## src/fcs_pkg.sv

```systemverilog
// Package for the flash command sequencer host controller
package fcs_pkg;
    localparam int ADDR_W = 17;
    localparam int DATA_W = 8;
    localparam logic [7:0] CMD_READ     = 8'h00;
    localparam logic [7:0] CMD_SIG      = 8'h90;
    localparam logic [7:0] CMD_ERASE    = 8'h20;
    localparam logic [7:0] CMD_ERASE_VF = 8'hA0;
    localparam logic [7:0] CMD_PROG     = 8'h40;
    localparam logic [7:0] CMD_PROG_VF  = 8'hC0;
    localparam logic [7:0] CMD_RESET    = 8'hFF;
    localparam logic [16:0] SIG_MAKER_ADDR = 17'h00000;
    localparam logic [16:0] SIG_PART_ADDR  = 17'h00001;
    localparam int CLK_NS        = 10;
    localparam int T_WP_NS       = 40;
    localparam int T_WPH_NS      = 20;
    localparam int T_PROG_NS     = 10000;
    localparam int T_ERASE_NS    = 9500000;
    localparam int T_RECOV_NS    = 6000;
    localparam int T_ACC_NS      = 90;
    localparam int WP_CYC    = (T_WP_NS + CLK_NS - 1) / CLK_NS;
    localparam int WPH_CYC   = (T_WPH_NS + CLK_NS - 1) / CLK_NS;
    localparam int PROG_CYC  = (T_PROG_NS + CLK_NS - 1) / CLK_NS;
    localparam int ERASE_CYC = (T_ERASE_NS + CLK_NS - 1) / CLK_NS;
    localparam int RECOV_CYC = (T_RECOV_NS + CLK_NS - 1) / CLK_NS;
    localparam int ACC_CYC   = (T_ACC_NS + CLK_NS - 1) / CLK_NS + 1;
    typedef enum logic [2:0] {
        OP_READ, OP_SIG_READ, OP_HV_SIG_READ, OP_ERASE, OP_ERASE_VERIFY,
        OP_PROGRAM, OP_PROGRAM_VERIFY, OP_ABORT
    } fcs_op_t;
    typedef struct packed {
        fcs_op_t             op;
        logic [ADDR_W-1:0]   addr;
        logic [DATA_W-1:0]   data;
    } fcs_req_t;
    typedef struct packed {
        logic                ce_n;
        logic                oe_n;
        logic                we_n;
        logic                vpp_hi;
        logic                hv_line9;
        logic [ADDR_W-1:0]   addr;
    } fcs_pins_t;
endpackage

```

## src/fcs_host.sv

```systemverilog
// Host controller that sequences commands into the flash command register
`timescale 1ns/1ps
module fcs_host #(
    parameter int ERASE_CYCLES = fcs_pkg::ERASE_CYC,
    parameter int PROG_CYCLES  = fcs_pkg::PROG_CYC,
    parameter int RECOV_CYCLES = fcs_pkg::RECOV_CYC
) (
    input  wire logic                       clk_sys,
    input  wire logic                       rst,
    input  wire logic                       req_valid,
    output logic                            req_ready,
    input  wire fcs_pkg::fcs_req_t          req,
    output logic                            rsp_valid,
    output logic [fcs_pkg::DATA_W-1:0]      rsp_data,
    output fcs_pkg::fcs_pins_t              pins,
    output logic [fcs_pkg::DATA_W-1:0]      data_lines_o,
    output logic                            data_lines_oe,
    input  wire logic [fcs_pkg::DATA_W-1:0] data_lines_i
);
    typedef enum logic [2:0] {
        S_IDLE, S_WLOW, S_WHIGH, S_WAIT, S_RLOW, S_DONE
    } fcs_state_t;

    fcs_state_t        state_q;
    fcs_pkg::fcs_req_t cur_q;
    logic [1:0]        cyc_q;     // Write cycle index within command
    logic [1:0]        ncyc_q;    // Write cycles this command needs
    logic [23:0]       cnt_q;
    logic [7:0]        rd_q;

    assign req_ready = (state_q == S_IDLE);

    // Byte on the bus for a given write cycle
    function automatic logic [7:0] wr_byte(input fcs_pkg::fcs_req_t r, input logic [1:0] c);
        logic [7:0] b;
        b = fcs_pkg::CMD_READ;
        case (r.op)
            fcs_pkg::OP_READ:            b = fcs_pkg::CMD_READ;
            fcs_pkg::OP_SIG_READ:        b = fcs_pkg::CMD_SIG;
            fcs_pkg::OP_ERASE:           b = fcs_pkg::CMD_ERASE;
            fcs_pkg::OP_ERASE_VERIFY:    b = fcs_pkg::CMD_ERASE_VF;
            fcs_pkg::OP_PROGRAM:         b = (c == 2'd0) ? fcs_pkg::CMD_PROG : r.data;
            fcs_pkg::OP_PROGRAM_VERIFY:  b = fcs_pkg::CMD_PROG_VF;
            fcs_pkg::OP_ABORT:           b = fcs_pkg::CMD_RESET;
            default:                     b = fcs_pkg::CMD_READ;
        endcase
        return b;
    endfunction

    always_ff @(posedge clk_sys) begin
        if (rst) begin
            state_q <= S_IDLE;
            cur_q   <= '0;
            cyc_q   <= 2'd0;
            ncyc_q  <= 2'd0;
            cnt_q   <= 24'h000000;
        end else begin
            case (state_q)
                S_IDLE: begin
                    if (req_valid) begin
                        cur_q <= req;
                        cyc_q <= 2'd0;
                        cnt_q <= 24'h000000;
                        case (req.op)
                            fcs_pkg::OP_HV_SIG_READ: begin
                                ncyc_q  <= 2'd0;
                                state_q <= S_RLOW;
                            end
                            fcs_pkg::OP_ERASE, fcs_pkg::OP_PROGRAM,
                            fcs_pkg::OP_ABORT: begin
                                ncyc_q  <= 2'd2;
                                state_q <= S_WLOW;
                            end
                            default: begin
                                ncyc_q  <= 2'd1;
                                state_q <= S_WLOW;
                            end
                        endcase
                    end
                end
                S_WLOW: begin
                    // Device takes address on this falling edge
                    if (cnt_q == 24'(fcs_pkg::WP_CYC - 1)) begin
                        cnt_q   <= 24'h000000;
                        state_q <= S_WHIGH;
                    end else begin
                        cnt_q <= cnt_q + 24'd1;
                    end
                end
                S_WHIGH: begin
                    if (cnt_q == 24'(fcs_pkg::WPH_CYC - 1)) begin
                        cnt_q <= 24'h000000;
                        if (cyc_q + 2'd1 < ncyc_q) begin
                            cyc_q   <= cyc_q + 2'd1;
                            state_q <= S_WLOW;
                        end else begin
                            state_q <= S_WAIT;
                        end
                    end else begin
                        cnt_q <= cnt_q + 24'd1;
                    end
                end
                S_WAIT: begin
                    // Pulse length timed here by the host counter; host waits the
                    // minimum, then the next write ends the pulse
                    if ((cur_q.op == fcs_pkg::OP_ERASE &&
                         cnt_q == 24'(ERASE_CYCLES - 1)) ||
                        (cur_q.op == fcs_pkg::OP_PROGRAM &&
                         cnt_q == 24'(PROG_CYCLES - 1)) ||
                        (cur_q.op == fcs_pkg::OP_ERASE_VERIFY &&
                         cnt_q == 24'(RECOV_CYCLES - 1)) ||
                        (cur_q.op == fcs_pkg::OP_PROGRAM_VERIFY &&
                         cnt_q == 24'(RECOV_CYCLES - 1)) ||
                        (cur_q.op == fcs_pkg::OP_READ) ||
                        (cur_q.op == fcs_pkg::OP_SIG_READ) ||
                        (cur_q.op == fcs_pkg::OP_ABORT)) begin
                        cnt_q <= 24'h000000;
                        if (cur_q.op == fcs_pkg::OP_ERASE ||
                            cur_q.op == fcs_pkg::OP_PROGRAM ||
                            cur_q.op == fcs_pkg::OP_ABORT) begin
                            state_q <= S_DONE;
                        end else begin
                            state_q <= S_RLOW;
                        end
                    end else begin
                        cnt_q <= cnt_q + 24'd1;
                    end
                end
                S_RLOW: begin
                    if (cnt_q == 24'(fcs_pkg::ACC_CYC - 1)) begin
                        cnt_q   <= 24'h000000;
                        state_q <= S_DONE;
                    end else begin
                        cnt_q <= cnt_q + 24'd1;
                    end
                end
                S_DONE:  state_q <= S_IDLE;
                default: state_q <= S_IDLE;
            endcase
        end
    end

    // Read data captured at the end of the access window
    always_ff @(posedge clk_sys) begin
        if (rst) begin
            rd_q <= 8'h00;
        end else if (state_q == S_RLOW && cnt_q == 24'(fcs_pkg::ACC_CYC - 1)) begin
            rd_q <= data_lines_i;
        end
    end

    // Strobes and buses, registered from the state
    always_ff @(posedge clk_sys) begin
        if (rst) begin
            pins          <= '{ce_n: 1'b1, oe_n: 1'b1, we_n: 1'b1, vpp_hi: 1'b0,
                               hv_line9: 1'b0, addr: '0};
            data_lines_o  <= 8'h00;
            data_lines_oe <= 1'b0;
            rsp_valid     <= 1'b0;
            rsp_data      <= 8'h00;
        end else begin
            rsp_valid    <= (state_q == S_DONE);
            rsp_data     <= rd_q;
            pins.vpp_hi  <= (cur_q.op != fcs_pkg::OP_HV_SIG_READ);
            pins.we_n    <= !(state_q == S_WLOW);
            pins.oe_n    <= !(state_q == S_RLOW);
            pins.ce_n    <= (state_q == S_IDLE || state_q == S_DONE);
            pins.hv_line9 <= (state_q == S_RLOW &&
                              cur_q.op == fcs_pkg::OP_HV_SIG_READ);
            if (cur_q.op == fcs_pkg::OP_HV_SIG_READ) begin
                pins.addr <= {16'h0000, cur_q.addr[0]};
            end else if (cur_q.op == fcs_pkg::OP_PROGRAM && cyc_q == 2'd0) begin
                pins.addr <= '0;
            end else begin
                pins.addr <= cur_q.addr;
            end
            data_lines_o  <= wr_byte(cur_q, cyc_q);
            data_lines_oe <= (state_q == S_WLOW || state_q == S_WHIGH);
        end
    end

    a_we_only_writes: assert property (@(posedge clk_sys) disable iff (rst)
        !pins.we_n |-> (pins.oe_n && !pins.ce_n && data_lines_oe))
        else $error("write strobe without proper bus state");
    // Write strobes finished in this command, counted at the pins so the
    // check does not lean on the sequencer's own cycle bookkeeping
    logic       we_prev_q;
    logic [1:0] we_rise_q;
    always_ff @(posedge clk_sys) begin
        if (rst) begin
            we_prev_q <= 1'b1;
            we_rise_q <= 2'd0;
        end else begin
            we_prev_q <= pins.we_n;
            if (state_q == S_IDLE) begin
                we_rise_q <= 2'd0;
            end else if (pins.we_n && !we_prev_q && we_rise_q != 2'd3) begin
                we_rise_q <= we_rise_q + 2'd1;
            end
        end
    end

    a_erase_two_cmds: assert property (@(posedge clk_sys) disable iff (rst)
        (state_q == S_WAIT && cur_q.op == fcs_pkg::OP_ERASE) |-> we_rise_q == 2'd2)
        else $error("erase started without two writes");
    a_hv_sig_addr: assert property (@(posedge clk_sys) disable iff (rst)
        pins.hv_line9 |-> (pins.addr[16:1] == 16'h0000 && !pins.oe_n && pins.we_n))
        else $error("high voltage signature with bad address");
    a_idle_standby: assert property (@(posedge clk_sys) disable iff (rst)
        $past(state_q == S_IDLE) && state_q == S_IDLE |-> pins.ce_n)
        else $error("chip select low while idle");
    a_no_oe_drive: assert property (@(posedge clk_sys) disable iff (rst)
        !pins.oe_n |-> !data_lines_oe)
        else $error("bus contention on data lines");
    a_abort_data: assert property (@(posedge clk_sys) disable iff (rst)
        (!pins.we_n && cur_q.op == fcs_pkg::OP_ABORT) |-> data_lines_o == 8'hFF)
        else $error("abort without reset byte");
    a_prog_first: assert property (@(posedge clk_sys) disable iff (rst)
        ($fell(pins.we_n) && cur_q.op == fcs_pkg::OP_PROGRAM && cyc_q == 2'd0)
        |-> data_lines_o == 8'h40)
        else $error("program without setup byte");
    a_rsp_after_done: assert property (@(posedge clk_sys) disable iff (rst)
        (state_q == S_DONE) |=> rsp_valid ##1 !rsp_valid)
        else $error("response pulse wrong");
endmodule // fcs_host

```

## config.mk

```make
export PLATFORM = sky130hd
export DESIGN_NAME = fcs_host
export DESIGN_NICKNAME = d
export VERILOG_FILES = /design/src/fcs_pkg.sv /design/src/fcs_host.sv
export SDC_FILE = /design/constraint.sdc
export NUM_CORES = 1
export LEC_CHECK = 0
export BUFFER_PORTS_ARGS = -buffer_cell sky130_fd_sc_hd__buf_4
export CAP_MARGIN = 20
export CORE_MARGIN = 2
export CORE_UTILIZATION = 45
export CTS_CLUSTER_SIZE = 16
export DETAILED_ROUTE_END_ITERATION = 8
export GPL_TIMING_DRIVEN = 0
export PLACE_DENSITY = 0.76
export SYNTH_ARGS = -nofsm -noshare
export SYNTH_HDL_FRONTEND = slang
export SYNTH_SLANG_ARGS = --single-unit
```

## constraint.sdc

```tcl
create_clock -name clk_sys -period 1.93 [get_ports clk_sys]
set_input_delay 0.579 -clock clk_sys [delete_from_list [all_inputs] [get_ports clk_sys]]
set_output_delay 0.579 -clock clk_sys [all_outputs]
set_load 0.02 [all_outputs]
```

Word level (Yosys, flattened, before mapping)
Index checks and enable logic that the tools add are counted.
Widths: inputs -> output; s select.

word-level totals
  output and inout port bits = 41
  register bits after elaboration = 107

cells by class
  $lt $le $gt $ge = 1
  mux-type cells = 24
  equality and inequality tests = 29
  add/sub/neg operators = 2
  reductions and logical operators = 30

operators with widths
  cell                   count
  $mux 24                5
  $pmux 24 s5            1
  $eq 24x10->1 const B   2
  $pmux 8 s6             1
  $add 24x1->24 const B  1
  $eq 24x1->1 const B    1
  $eq 24x2->1 const B    1
  $eq 24x20->1 const B   1
  $eq 24x4->1 const B    1
  $eq 3x3->1 const B     8
  $eq 3x2->1 const B     6
  $mux 3                 6
  $pmux 3 s5             1
  $ne 2x2->1 const B     6
  $logic_or 1x1->1       10
  $mux 2                 4
  $mux 8                 1
  $pmux 2 s2             2
  $logic_and 1x1->1      7
  $eq 3x1->1 const B     2
  $logic_not 3->1        2
  $reduce_or 3->1        2
  $reduce_and 5->1       1
  $reduce_bool 5->1      1
  other kinds (9)        13

Longest topological paths before layout
Gate-level depths: netlist of run 1.

  depth after elaboration = 10
  mapped depth = 10
  depth with buffers taken out = 8

Least setup slack after synthesis of run 1
OpenSTA, ideal clock, no wires.

  path kind = register to register
  start point = register cnt_q[0]
  end point = register cnt_q[18]
  period minus slack after synthesis = 2,049 ps
  stages on the path, launching flop included = 11
  setup time = 117 ps
  data arrival time = 1,932 ps
  setup slack = -119 ps
  path buffers = 2
  cell sequence = dfxtp_1 -> ha_1 -> and3_1 -> nand4_1 -> o31ai_1 -> o21a_1 -> buf_6 -> a21oi_4 -> buf_6 -> a21o_1 -> a22o_1

on the way
  longest elaborated chain between the ends = 10
  elaborated cells on any way between the ends = 22
  those cells by class = add/sub: 1; eq/ne: 6; mux: 5; reduce/logical: 10

RTL lines
  item                                                   line             text
  from (decl)                                            fcs_host.sv:28   logic [23:0] cnt_q;
  from (signal assigned)                                 fcs_host.sv:87   cnt_q <= cnt_q + 24'd1;
  from (signal assigned)                                 fcs_host.sv:100  cnt_q <= cnt_q + 24'd1;
  from (signal assigned)                                 fcs_host.sv:126  cnt_q <= cnt_q + 24'd1;
  branches (longest 9 deep; another with $add 24x1->24)  n/a
  $pmux 24 s5 (*)                                        fcs_host.sv:58   case (state_q)

Mark *: on every way between the ends.
A chain may end at the register's enable or synchronous reset.

Worst setup path in the final report of run 1
  start point = register cnt_q[21]
  end point = register cnt_q[18]

on the way
  longest elaborated chain between the ends = 10
  elaborated cells on any way between the ends = 21
  those cells by class = eq/ne: 6; mux: 5; reduce/logical: 10

RTL lines
  item                                          line                              text
  $eq 24x20->1 or $eq 24x10->1 (tied branches)  fcs_host.sv:107, fcs_host.sv:109
  $logic_and 1x1->1, on equally long branches   fcs_host.sv:106, fcs_host.sv:108
  $logic_or 1x1->1                              fcs_host.sv:107                   cnt_q == 24'(ERASE_CYCLES - 1)) ||
  $logic_or 1x1->1                              fcs_host.sv:109                   cnt_q == 24'(PROG_CYCLES - 1)) ||
  $logic_or 1x1->1                              fcs_host.sv:111                   cnt_q == 24'(RECOV_CYCLES - 1)) ||
  $logic_or 1x1->1                              fcs_host.sv:113                   cnt_q == 24'(RECOV_CYCLES - 1)) ||
  $logic_or 1x1->1                              fcs_host.sv:114                   (cur_q.op == fcs_pkg::OP_READ) ||
  $logic_or 1x1->1                              fcs_host.sv:115                   (cur_q.op == fcs_pkg::OP_SIG_READ) ||
  $mux 24                                       fcs_host.sv:106                   if ((cur_q.op == fcs_pkg::OP_ERASE &&
  $pmux 24 s5 (*)                               fcs_host.sv:58

Mark *: on every way between the ends. The rest lies on a longest branch, timed or not.

==> impl_metrics.csv, run 1 <==
group,metric,value,unit
floorplanning,dieWidth,102,um
routing,postRouteAntennaNets,0,
logic_synthesis,yosysWarningCount,0,
status,run_status,"finished, violations left",
sta,setup_total_neg_slack,-5960,ps
setup_path,timing.critical_path.required,2210,ps
logic_synthesis,yosys.area.top_type_share,49.9,%
logic_synthesis,syn-cell-area,4300,um2
sta,max-slew-margin-rel,57.5,%
setup_path,max_stage_delay,380,ps
logic_synthesis,synth_top_family_by_area,"simple AND/OR/NAND/NOR gates",
setup_path,critical_path_end_type,"flop",
pwr,p_leak,0.00229,uW
logic_synthesis,yosys.cell_count.top_type,"sky130_fd_sc_hd__dfxtp_1",
sta,final_critical_path_setup_slack,-289,ps
floorplanning,core,9240,um2
place,dpl_cell_area,5060,um2
cells_and_area,areaGrowthSynthToFinish,31.5,%
sta,layout_worst_path_cycle_share,115,%
grt,grt_remaining_overflow,0,
floorplanning,initial_utilization,46.5,%
place,hpwl_after_dpl,7.18,mm
sta,hold_ws,420,ps
setup_path,critPathBufInv,3,
place,port-buffer-count,78,
grt,first_global_vias,3748,
logic_synthesis,synthDistinctLibCells,52,
sta,timing.clock.skew,9.59,ps
setup_path,path_cells,"nor4_4 -> buf_4 -> nand4_1 -> nor3_2 -> o21a_1 -> buf_6 -> a21oi_4 -> buf_6 -> a21o_1 -> a22o_1",
grt,grt_start_max_net_pins,22,
grt,gr-usage-all-layers,20.8,%
cells_and_area,finish.instance_area,5650,um2
routing,total_vias_in_the_final_route,4008,
sta,maxClockFrequency,0.451,GHz
logic_synthesis,synth-compound-area-share,16.2,%
routing,drt_wl_total,10.9,mm
setup_path,timing.critical_path.from_type,"flop",
clock_network,clk_path_buf_depth,2,
routing,vias_per_cell,5.39,
clock_network,clk-insertion-delay-late,380,ps
logic_synthesis,synth_area_leader_cell,"sky130_fd_sc_hd__dfxtp_1",
logic_synthesis,postSynth.topFlopCell,"sky130_fd_sc_hd__dfxtp_1",
sta,post-route-min-period,2220,ps
logic_synthesis,yosys.area_share.adder,1.16,%
cells_and_area,post_layout_nets,652,
setup_path,timing.critical_path.slowest_stage_cell,"sky130_fd_sc_hd__dfxtp_4",
place,gp_congestion,0.851,
setup_path,critPathKind,"flop to flop",
setup_path,critPathTopFamily,"simple AND/OR/NAND/NOR gates",
logic_synthesis,simple_logic_cell_fraction_of_the_synthesized_area,27.3,%
pwr,power_density,1120,nW/um2
logic_synthesis,yosys_register_bits,107,
routing,drc,0,
clock_network,cts-buffers-inserted,9,
logic_synthesis,synth-edff-count,0,
sta,unrepaired_setup_endpoints_after_global_routing,"yes",
logic_synthesis,synth_xor_area_share,1.02,%
setup_path,worst-path-max-fanout,8,
logic_synthesis,synth_top_cells_by_area,"sky130_fd_sc_hd__dfxtp_1 (50%), sky130_fd_sc_hd__nand2_1 (8.2%), sky130_fd_sc_hd__a21oi_1 (5.4%)",
logic_synthesis,synth.mux.area_fraction,0.466,%
setup_path,worst_setup_path_startpoint,"cnt_q[21]",
grt,wire_length_of_the_first_global_routing_pass,17.2,mm
clock_network,clock_sinks,107,
logic_synthesis,synth.top_cells.by_count,"sky130_fd_sc_hd__dfxtp_1 (107), sky130_fd_sc_hd__nand2_1 (94), sky130_fd_sc_hd__a21oi_1 (46)",
floorplanning,height_of_the_die,102,um
setup_path,timing.rr.start,"cnt_q[21]",
flow_run,cap_violations,0,
hold_path,worst_hold_launch,"data_lines_i[4]",
grt,antenna_found_initial,0,
sta,worstMarginPinSlew,637,ps
cells_and_area,count_of_inserted_antenna_diode_cells,0,
floorplanning,io_pins,80,
status,violations,"negative setup slack",
clock_network,clk_transition_reported_paths,110,ps
cells_and_area,drive_above_1_share,29.2,%
routing,drt_first_iter_violations,263,
clock_network,htreeDepth,3,
floorplanning,die-area,10300,um2
logic_synthesis,share_of_async_settable_or_async_resettable_flops_after_synthesis,0,%
hold_path,worst_hold_path_type,"input pin to flop",
routing,drt-wirelength-per-cell,14.6,um
sta,slew_violations,0,
setup_path,timing.critical_path.mode_cell,"sky130_fd_sc_hd__buf_6",
logic_synthesis,synth_nets,544,
clock_network,cts_tree,"yes",
sta,hold_viol,0,
floorplanning,num_rows,35,
logic_synthesis,synth_sequential_area_ratio,49.9,%
sta,final-setup-viol-count,27,
logic_synthesis,postSynthCellCount,501,
routing,router_iterations_before_antenna_repair,5,
logic_synthesis,synthesis.area_per_instance,8.58,um2
pwr,ir_drop,0.491,mV
clock_network,cts_root_buffer,"sky130_fd_sc_hd__clkbuf_8",
setup_path,cp.arrival,2500,ps
[layout by cell type (no fill, tap or decap), drive strengths merged, types with 9 or more instances in the layout]
cell / n
a21oi: 47
and2: 21
buf: 112
clkbuf: 25
dfxtp: 107
inv: 11
nand2: 95
nand3: 21
nand4: 9
nor2: 34
nor3: 11
o21ai: 19
[cell families after synthesis]
group                    count (synthesis)
flip-flops                             107
adder cells (fa/ha/maj)                  4
AO/OA/AOI/OAI                          111
multiplexers                             2
AND/OR/NAND/NOR                        234
buffers and inverters                   38
XOR/XNOR                                 5
[flip-flops by register name, indices dropped and copies added, names as in the netlist, 2 cells and up]
register	count
rd_q	8
pins	22
rsp_data	8
data_lines_o	8
cur_q	28
state_q	3
ncyc_q	2
cyc_q	2
cnt_q	24
[metal layers]
layer | track usage [%] | wire (um) | vias up
met5 | 0 | 0 | -
li1 | - | - | 1947
met2 | 35.5 | 5260 | 173
met4 | 8.63 | 269 | 0
met3 | 4.00 | 715 | 25
met1 | 25.7 | 4620 | 1863
[worst paths after layout]
check,to,slack [ps],cells after the start
max,cnt_q[18],-290,10
min,rd_q[4],420,2
max reg2reg,cnt_q[18],-290,10
min reg2reg,cur_q[21],460,2
[layout make-up]
cell class | count | area (um2)
Inverter | 7 | 26.3
Buffer | 28 | 159
Multi-Input combinational cell | 356 | 2140
Clock buffer | 9 | 124
Timing Repair Buffer | 100 | 766
Fill cell | 771 | 3590
Sequential cell | 107 | 2170
Tap cell | 129 | 161
Clock inverter | 7 | 103
[report_power, final]
part	switching [uW]	leakage, uW	total [uW]	internal [uW]
Sequential	132	0.000877	2580	2450
Combinational	1290	0.00130	2230	937
Clock	867	0.000114	1520	653
Total	2290	0.00229	6320	4040
[stage by stage]
| step | utilization (%) | worst slack (ps) | instances | total power, uW |
|---|---|---|---|---|
| 2_1_floorplan | - | 4.02 | 501 | 3810 |
| 3_3_place_gp | 54.7 | -279 | 708 | 4340 |
| 3_5_place_dp | 54.7 | -309 | 708 | 4390 |
| 4_1_cts | 59.9 | -148 | 735 | 6220 |
| 5_1_grt | 61.2 | -350 | 743 | 6650 |
| 6_report | 61.2 | -289 | 743 | 6320 |
[what timing repair did]
action / 4_1_cts / 5_1_grt
gates cloned: 0 / 1
hold buffers: 0 / 0
endpoints found under the setup margin: 67 / 58
pin swaps: 18 / 15
gates resized for setup: 51 / 22
buffers inserted: 14 / 9
Power figures use the tool's default switching activity.
==> inputs of run 2 (changes only) <==
--- a/config.mk
+++ b/config.mk
@@ -7,12 +7,14 @@
 export LEC_CHECK = 0
 export BUFFER_PORTS_ARGS = -buffer_cell sky130_fd_sc_hd__buf_4
 export CAP_MARGIN = 20
+export CORE_ASPECT_RATIO = 1.2
 export CORE_MARGIN = 2
 export CORE_UTILIZATION = 45
 export CTS_CLUSTER_SIZE = 16
 export DETAILED_ROUTE_END_ITERATION = 8
 export GPL_TIMING_DRIVEN = 0
 export PLACE_DENSITY = 0.76
+export REMOVE_ABC_BUFFERS = 1
 export SYNTH_ARGS = -nofsm -noshare
 export SYNTH_HDL_FRONTEND = slang
 export SYNTH_SLANG_ARGS = --single-unit
==> run 2 against run 1 <==
  * The flow still finishes with violations (negative setup slack)
  * Core utilization up 0.52 points
  * Critical path depth shrank 2
  * Cell count is 3.9% lower
  * Highest routed layer unchanged
==> impl_metrics.csv, run 2 (synthesized netlist as in run 1, its figures left out) <==
group,metric,value,unit
setup_path,r2r_cells,8,
clock_network,cts_tree,"yes",
floorplanning,io_pins,80,
cells_and_area,registers.top_by_ff_count,"cur_q",
hold_path,worst_hold_launch,"cur_q[21]",
routing,vias_per_cell,5.60,
pwr,comb_power_share,35.5,%
grt,grt_remaining_overflow,0,
clock_network,cts_root_buffer,"sky130_fd_sc_hd__clkbuf_16",
sta,worstMarginPinSlew,795,ps
pwr,p_leak,0.00233,uW
grt,gr-usage-met1,23.4,%
hold_path,worst_hold_path_type,"flop to flop",
routing,drt_wl_total,11.4,mm
setup_path,timing.critical_path.from_type,"flop",
clock_network,clk_path_buf_depth,2,
place,gp_congestion,0.800,
clock_network,clk-insertion-delay-late,350,ps
place,post-place-ws,-638,ps
grt,first_global_vias,3787,
setup_path,timing.critical_path.required,2150,ps
sta,final-setup-viol-count,36,
floorplanning,die-area,10300,um2
setup_path,timing.rr.start,"cnt_q[17]",
routing,router_iterations_before_antenna_repair,5,
clock_network,cts-buffers-inserted,9,
routing,postRouteAntennaNets,0,
place,dpl_cell_area,4920,um2
clock_network,total_of_hold_buffers_inserted_after_clock_tree_synthesis,0,
pwr,switching_portion_of_total_power,34.5,%
setup_path,worstReg2RegEnd,"cnt_q[2]",
pwr,power.share.sequential,37.9,%
pwr,switchingPower,2430,uW
routing,drc,0,
sta,maxClockFrequency,0.462,GHz
sta,timing.clock.skew,7.67,ps
place,port-buffer-count,79,
status,run_status,"finished, violations left",
floorplanning,dieWidth,93.2,um
sta,post-route-min-period,2160,ps
cells_and_area,top_library_cells_by_usage_in_the_layout_fill_and_taps_aside,"sky130_fd_sc_hd__buf_4 (92), sky130_fd_sc_hd__nand2_1 (91), sky130_fd_sc_hd__dfxtp_1 (86)",
routing,total_vias_in_the_final_route,4001,
cells_and_area,count_of_inserted_antenna_diode_cells,0,
hold_path,hold_path_end,"cur_q[21]",
grt,grtUsageMet3,3.87,%
sta,final_critical_path_setup_slack,-235,ps
flow_run,cap_violations,0,
floorplanning,core,9420,um2
cells_and_area,drive_above_1_share,31.8,%
setup_path,worst_setup_path_startpoint,"cnt_q[17]",
clock_network,clk_transition_reported_paths,70,ps
grt,wire_length_of_the_first_global_routing_pass,17.3,mm
floorplanning,initial_utilization,45.6,%
place,hpwl_after_dpl,6.55,mm
grt,grt_start_max_net_pins,74,
sta,layout_worst_path_cycle_share,112,%
sta,unrepaired_setup_endpoints_after_global_routing,"yes",
cells_and_area,post_layout_nets,629,
cells_and_area,flip_flop_count_of_the_largest_register_after_layout,28,
hold_path,hold_depth,2,
sta,slew_violations,0,
grt,antenna_found_initial,0,
setup_path,worst-path-max-fanout,7,
pwr,power_density,1210,nW/um2
routing,drt-wirelength-per-cell,15.9,um
clock_network,clock_sinks,107,
cells_and_area,fillCellCount,731,
grt,gr-usage-all-layers,20.5,%
cells_and_area,areaGrowthSynthToFinish,35.2,%
floorplanning,num_rows,39,
pwr,clock_power_share,26.6,%
cells_and_area,finish.instance_area,5810,um2
pwr,ir_drop,0.482,mV
setup_path,critPathKind,"flop to flop",
setup_path,r2r_slack,-230,ps
pwr,internal-power,4600,uW
floorplanning,height_of_the_die,111,um
clock_network,htreeDepth,3,
sta,hold_viol,0,
grt,gr_peak_layer,"met2",
cells_and_area,biggestRegsByFlops,"cur_q x28, cnt_q x24, pins x22",
grt,globalRouteMet2Util,36.6,%
setup_path,critical_path_end_type,"flop",
status,violations,"negative setup slack",
pwr,fin_total_pwr,7030,uW
cells_and_area,layout.cells.most_common,"sky130_fd_sc_hd__buf_4",
routing,drt_first_iter_violations,326,
sta,max-slew-margin-rel,47.0,%
setup_path,cp.arrival,2390,ps
==> run 2: cell types whose count changed in the layout (fill, tap and decap cells not counted), moves of 5 or more <==
cell,before,now
sky130_fd_sc_hd__clkbuf_16,0,9
sky130_fd_sc_hd__dfxtp_1,93,86
sky130_fd_sc_hd__buf_2,5,0
sky130_fd_sc_hd__dfxtp_2,10,15
sky130_fd_sc_hd__buf_4,98,92
sky130_fd_sc_hd__clkbuf_1,14,2
sky130_fd_sc_hd__clkbuf_8,9,1
==> run 2: how the worst max path moves through the flow <==
stage	end	cells past startpoint
2_1_floorplan	cyc_q[1]	6
3_3_place_gp	cyc_q[1]	6
3_5_place_dp	cnt_q[12]	7
4_1_cts	state_q[0]	9
5_1_grt	cnt_q[10]	9
6_report	cnt_q[2]	8
==> run 2: power by group through the flow <==
stage	combinational, uW	sequential [uW]	clock [uW]
global route	2660	2690	1970
floorplan	942	2720	0
global placement	1520	2670	0
detailed placement	1590	2680	0
CTS	2260	2650	1890
finish	2490	2660	1870
==> run 2: worst max-delay path: stages, from the launching register on <==
cell and delay (ps):
sky130_fd_sc_hd__dfxtp_2 380, sky130_fd_sc_hd__nor4_4 300, sky130_fd_sc_hd__nand4b_1 270, sky130_fd_sc_hd__nor3_2 280, sky130_fd_sc_hd__o21a_4 220, sky130_fd_sc_hd__buf_6 150
sky130_fd_sc_hd__a211oi_1 80, sky130_fd_sc_hd__o21ai_1 210, sky130_fd_sc_hd__o21ai_1 120
==> run 2: area by class of cell <==
cell class / instances / area [um2] / area share (%)
multi-input combinational: 358 / 2290 / 39.4
tap: 123 / 154 / 2.65
sequential: 107 / 2180 / 37.6
timing repair buffer: 103 / 853 / 14.7
clock buffer: 12 / 246 / 4.24
clock inverter: 4 / 55.1 / 0.948
inverter: 7 / 26.3 / 0.452
==> run 2: what timing repair did <==
| action | CTS | global route |
|---|---|---|
| endpoints found under the setup margin | 77 | 53 |
| resized for setup | 74 | 28 |
| pin swaps | 24 | 16 |
| gates cloned | 2 | 0 |
| buffers inserted | 15 | 7 |
==> run 2: stage by stage <==
step	hold slack (ps)	instances	setup TNS (ps)	utilization, %
final	452	714	-5220	61.7
after global routing	457	714	-9740	61.7
after CTS	446	707	-1420	59.9
after detailed placement	437	674	-23060	52.3
after global placement	433	672	-44600	52.0
after floorplan	425	470	-12340	-
==> run 2: routing by layer <==
layer / part of all wire, % / routed length, um
met5: 0 / 0
met1: 39 / 4420
met4: 3.6 / 412
met3: 6.0 / 681
met2: 51 / 5850
==> inputs of run 3 (changes only) <==
--- a/config.mk
+++ b/config.mk
@@ -5,7 +5,7 @@
 export SDC_FILE = /design/constraint.sdc
 export NUM_CORES = 1
 export LEC_CHECK = 0
-export BUFFER_PORTS_ARGS = -buffer_cell sky130_fd_sc_hd__buf_4
+export BUFFER_PORTS_ARGS = -buffer_cell sky130_fd_sc_hd__buf_2
 export CAP_MARGIN = 20
 export CORE_ASPECT_RATIO = 1.2
 export CORE_MARGIN = 2
==> run 3 against run 2 <==
  * The run still ends with negative setup slack left
  * Combinational power about the same
  * Register-to-register slack got worse by 180 ps
  * Core utilization is 1.9 points lower
  * Clock power down 6%
  * Worst hold slack worse by 1.8 ps
  * Critical path type unchanged
  * Highest routed layer unchanged
==> impl_metrics.csv, run 3 (synthesized netlist as in run 1, its figures left out) <==
group,metric,value,unit
status,run_status,"finished, violations left",
status,violations,"negative setup slack",
clock_network,cts-buffers-inserted,9,
cells_and_area,fillCellCount,727,
floorplanning,num_rows,39,
cells_and_area,areaGrowthSynthToFinish,31.0,%
setup_path,timing.critical_path.required,2180,ps
routing,drt_wl_total,11.7,mm
routing,drt_first_iter_violations,301,
routing,vias_per_cell,5.69,
setup_path,critPathKind,"flop to flop",
setup_path,timing.rr.start,"cnt_q[4]",
flow_run,cap_violations,0,
clock_network,clock_sinks,107,
place,hpwl_after_dpl,6.65,mm
pwr,power_density,1230,nW/um2
floorplanning,dieWidth,93.2,um
floorplanning,height_of_the_die,111,um
place,gp_congestion,0.864,
clock_network,clk_transition_reported_paths,70,ps
routing,postRouteAntennaNets,0,
grt,gr-usage-all-layers,22.4,%
cells_and_area,register_area,2180,um2
sta,layout_worst_path_cycle_share,122,%
sta,final_critical_path_setup_slack,-418,ps
sta,slew_violations,0,
setup_path,r2r_cells,8,
cells_and_area,top_library_cells_by_usage_in_the_layout_fill_and_taps_aside,"sky130_fd_sc_hd__nand2_1 (90), sky130_fd_sc_hd__dfxtp_1 (87), sky130_fd_sc_hd__buf_2 (78)",
sta,final-setup-viol-count,29,
cells_and_area,area_of_combinational_cells_with_multiple_inputs,2310,um2
cells_and_area,drive_above_1_share,33.2,%
hold_path,hold_depth,2,
cells_and_area,registers.top_by_ff_count,"cur_q",
pwr,fin_total_pwr,6930,uW
hold_path,hold_path_end,"rd_q[5]",
floorplanning,initial_utilization,45.6,%
sta,post-route-min-period,2350,ps
floorplanning,die-area,10300,um2
grt,first_global_vias,3960,
clock_network,total_of_hold_buffers_inserted_after_clock_tree_synthesis,0,
setup_path,worst-path-max-fanout,9,
cells_and_area,layout.core_utilization,59.8,%
cells_and_area,post_layout_nets,635,
cells_and_area,count_of_inserted_antenna_diode_cells,0,
routing,drc,0,
clock_network,htreeDepth,3,
hold_path,worst_hold_path_type,"input pin to flop",
clock_network,clk_path_buf_depth,2,
cells_and_area,biggestRegsByFlops,"cur_q x28, cnt_q x24, pins x22",
place,port-buffer-count,79,
grt,grt_start_max_net_pins,44,
floorplanning,io_pins,80,
grt,antenna_found_initial,0,
setup_path,critical_path_end_type,"flop",
grt,grt_remaining_overflow,0,
hold_path,worst_hold_launch,"data_lines_i[5]",
setup_path,timing.critical_path.from_type,"flop",
routing,router_iterations_before_antenna_repair,5,
setup_path,cp.arrival,2590,ps
sta,max-slew-margin-rel,43.5,%
setup_path,r2r_slack,-420,ps
cells_and_area,layout.cells.most_common,"sky130_fd_sc_hd__nand2_1",
setup_path,worstReg2RegEnd,"cnt_q[2]",
sta,timing.clock.skew,7.96,ps
floorplanning,core,9420,um2
routing,total_vias_in_the_final_route,4094,
clock_network,clk-insertion-delay-late,360,ps
pwr,p_leak,0.00229,uW
sta,unrepaired_setup_endpoints_after_global_routing,"yes",
pwr,ir_drop,0.592,mV
grt,wire_length_of_the_first_global_routing_pass,18.7,mm
clock_network,cts_root_buffer,"sky130_fd_sc_hd__clkbuf_16",
sta,worstMarginPinSlew,847,ps
routing,drt-wirelength-per-cell,16.2,um
sta,hold_viol,0,
cells_and_area,flip_flop_count_of_the_largest_register_after_layout,28,
clock_network,cts_tree,"yes",
sta,maxClockFrequency,0.426,GHz
==> run 3: cell types whose count changed in the layout (fill, tap and decap cells not counted), sizes merged, moves of 2 or more <==
cell | previous run | this run
a21oi | 48 | 50
buf | 103 | 108
clkbuf | 12 | 10
clkinv | 0 | 2
==> run 3: how the worst max path moves through the flow <==
stage / startpoint / cells after the start / slack [ps] / end
detailed placement: cur_q[25] / 7 / -620 / cnt_q[12]
floorplan: state_q[0] / 6 / -600 / cyc_q[1]
CTS: cnt_q[2] / 8 / -120 / state_q[0]
global route: cnt_q[4] / 8 / -610 / cnt_q[2]
global placement: state_q[0] / 6 / -1090 / cyc_q[1]
finish: cnt_q[4] / 8 / -420 / cnt_q[2]
==> run 3: critical path: stages (launching register included) <==
cell,delay (ps)
sky130_fd_sc_hd__dfxtp_1,420
sky130_fd_sc_hd__nor4b_1,420
sky130_fd_sc_hd__nand4_1,260
sky130_fd_sc_hd__o31ai_4,370
sky130_fd_sc_hd__o21a_4,260
sky130_fd_sc_hd__buf_6,170
sky130_fd_sc_hd__a211oi_2,70
sky130_fd_sc_hd__o21ai_1,190
sky130_fd_sc_hd__o21ai_1,80
==> run 3: layout make-up <==
| type | count | share of cell area, % |
|---|---|---|
| multi-input combinational | 359 | 41.0 |
| sequential | 107 | 38.8 |
| timing repair buffer | 108 | 12.1 |
| clock buffer | 10 | 4.07 |
| tap | 123 | 2.73 |
| clock inverter | 6 | 0.867 |
| inverter | 7 | 0.467 |
==> run 3: what timing repair did <==
item,4_1_cts,5_1_grt
endpoints found under the setup margin,77,38
gates cloned,3,0
buffers inserted,23,3
gates resized for setup,93,20
pin swaps,33,14
==> run 3: power by group <==
part / switching (uW) / internal, uW / total [uW]
sequential: 214 / 2450 / 2670
combinational: 1440 / 1080 / 2520
clock: 858 / 890 / 1750
==> run 3: per-stage QoR <==
step,instance area (um2),cells,setup TNS [ps],setup slack (ps),hold WS (ps)
after floorplan,4150,470,-12340,-599,425
after global placement,4700,672,-51590,-1090,433
after detailed placement,4740,675,-22490,-621,440
after CTS,5530,717,-787,-118,451
after global routing,5630,720,-15770,-614,451
final,5630,720,-9100,-418,450
==> run 3: routing by layer <==
| layer | share of wire [%] | vias up | GRT usage, % |
|---|---|---|---|
| met2 | 51 | 182 | 38.8 |
| li1 | - | 1923 | - |
| met3 | 6.7 | 45 | 5.30 |
| met1 | 38 | 1944 | 25.0 |
| met5 | 0 | - | 0 |
| met4 | 3.9 | 0 | 12.0 |
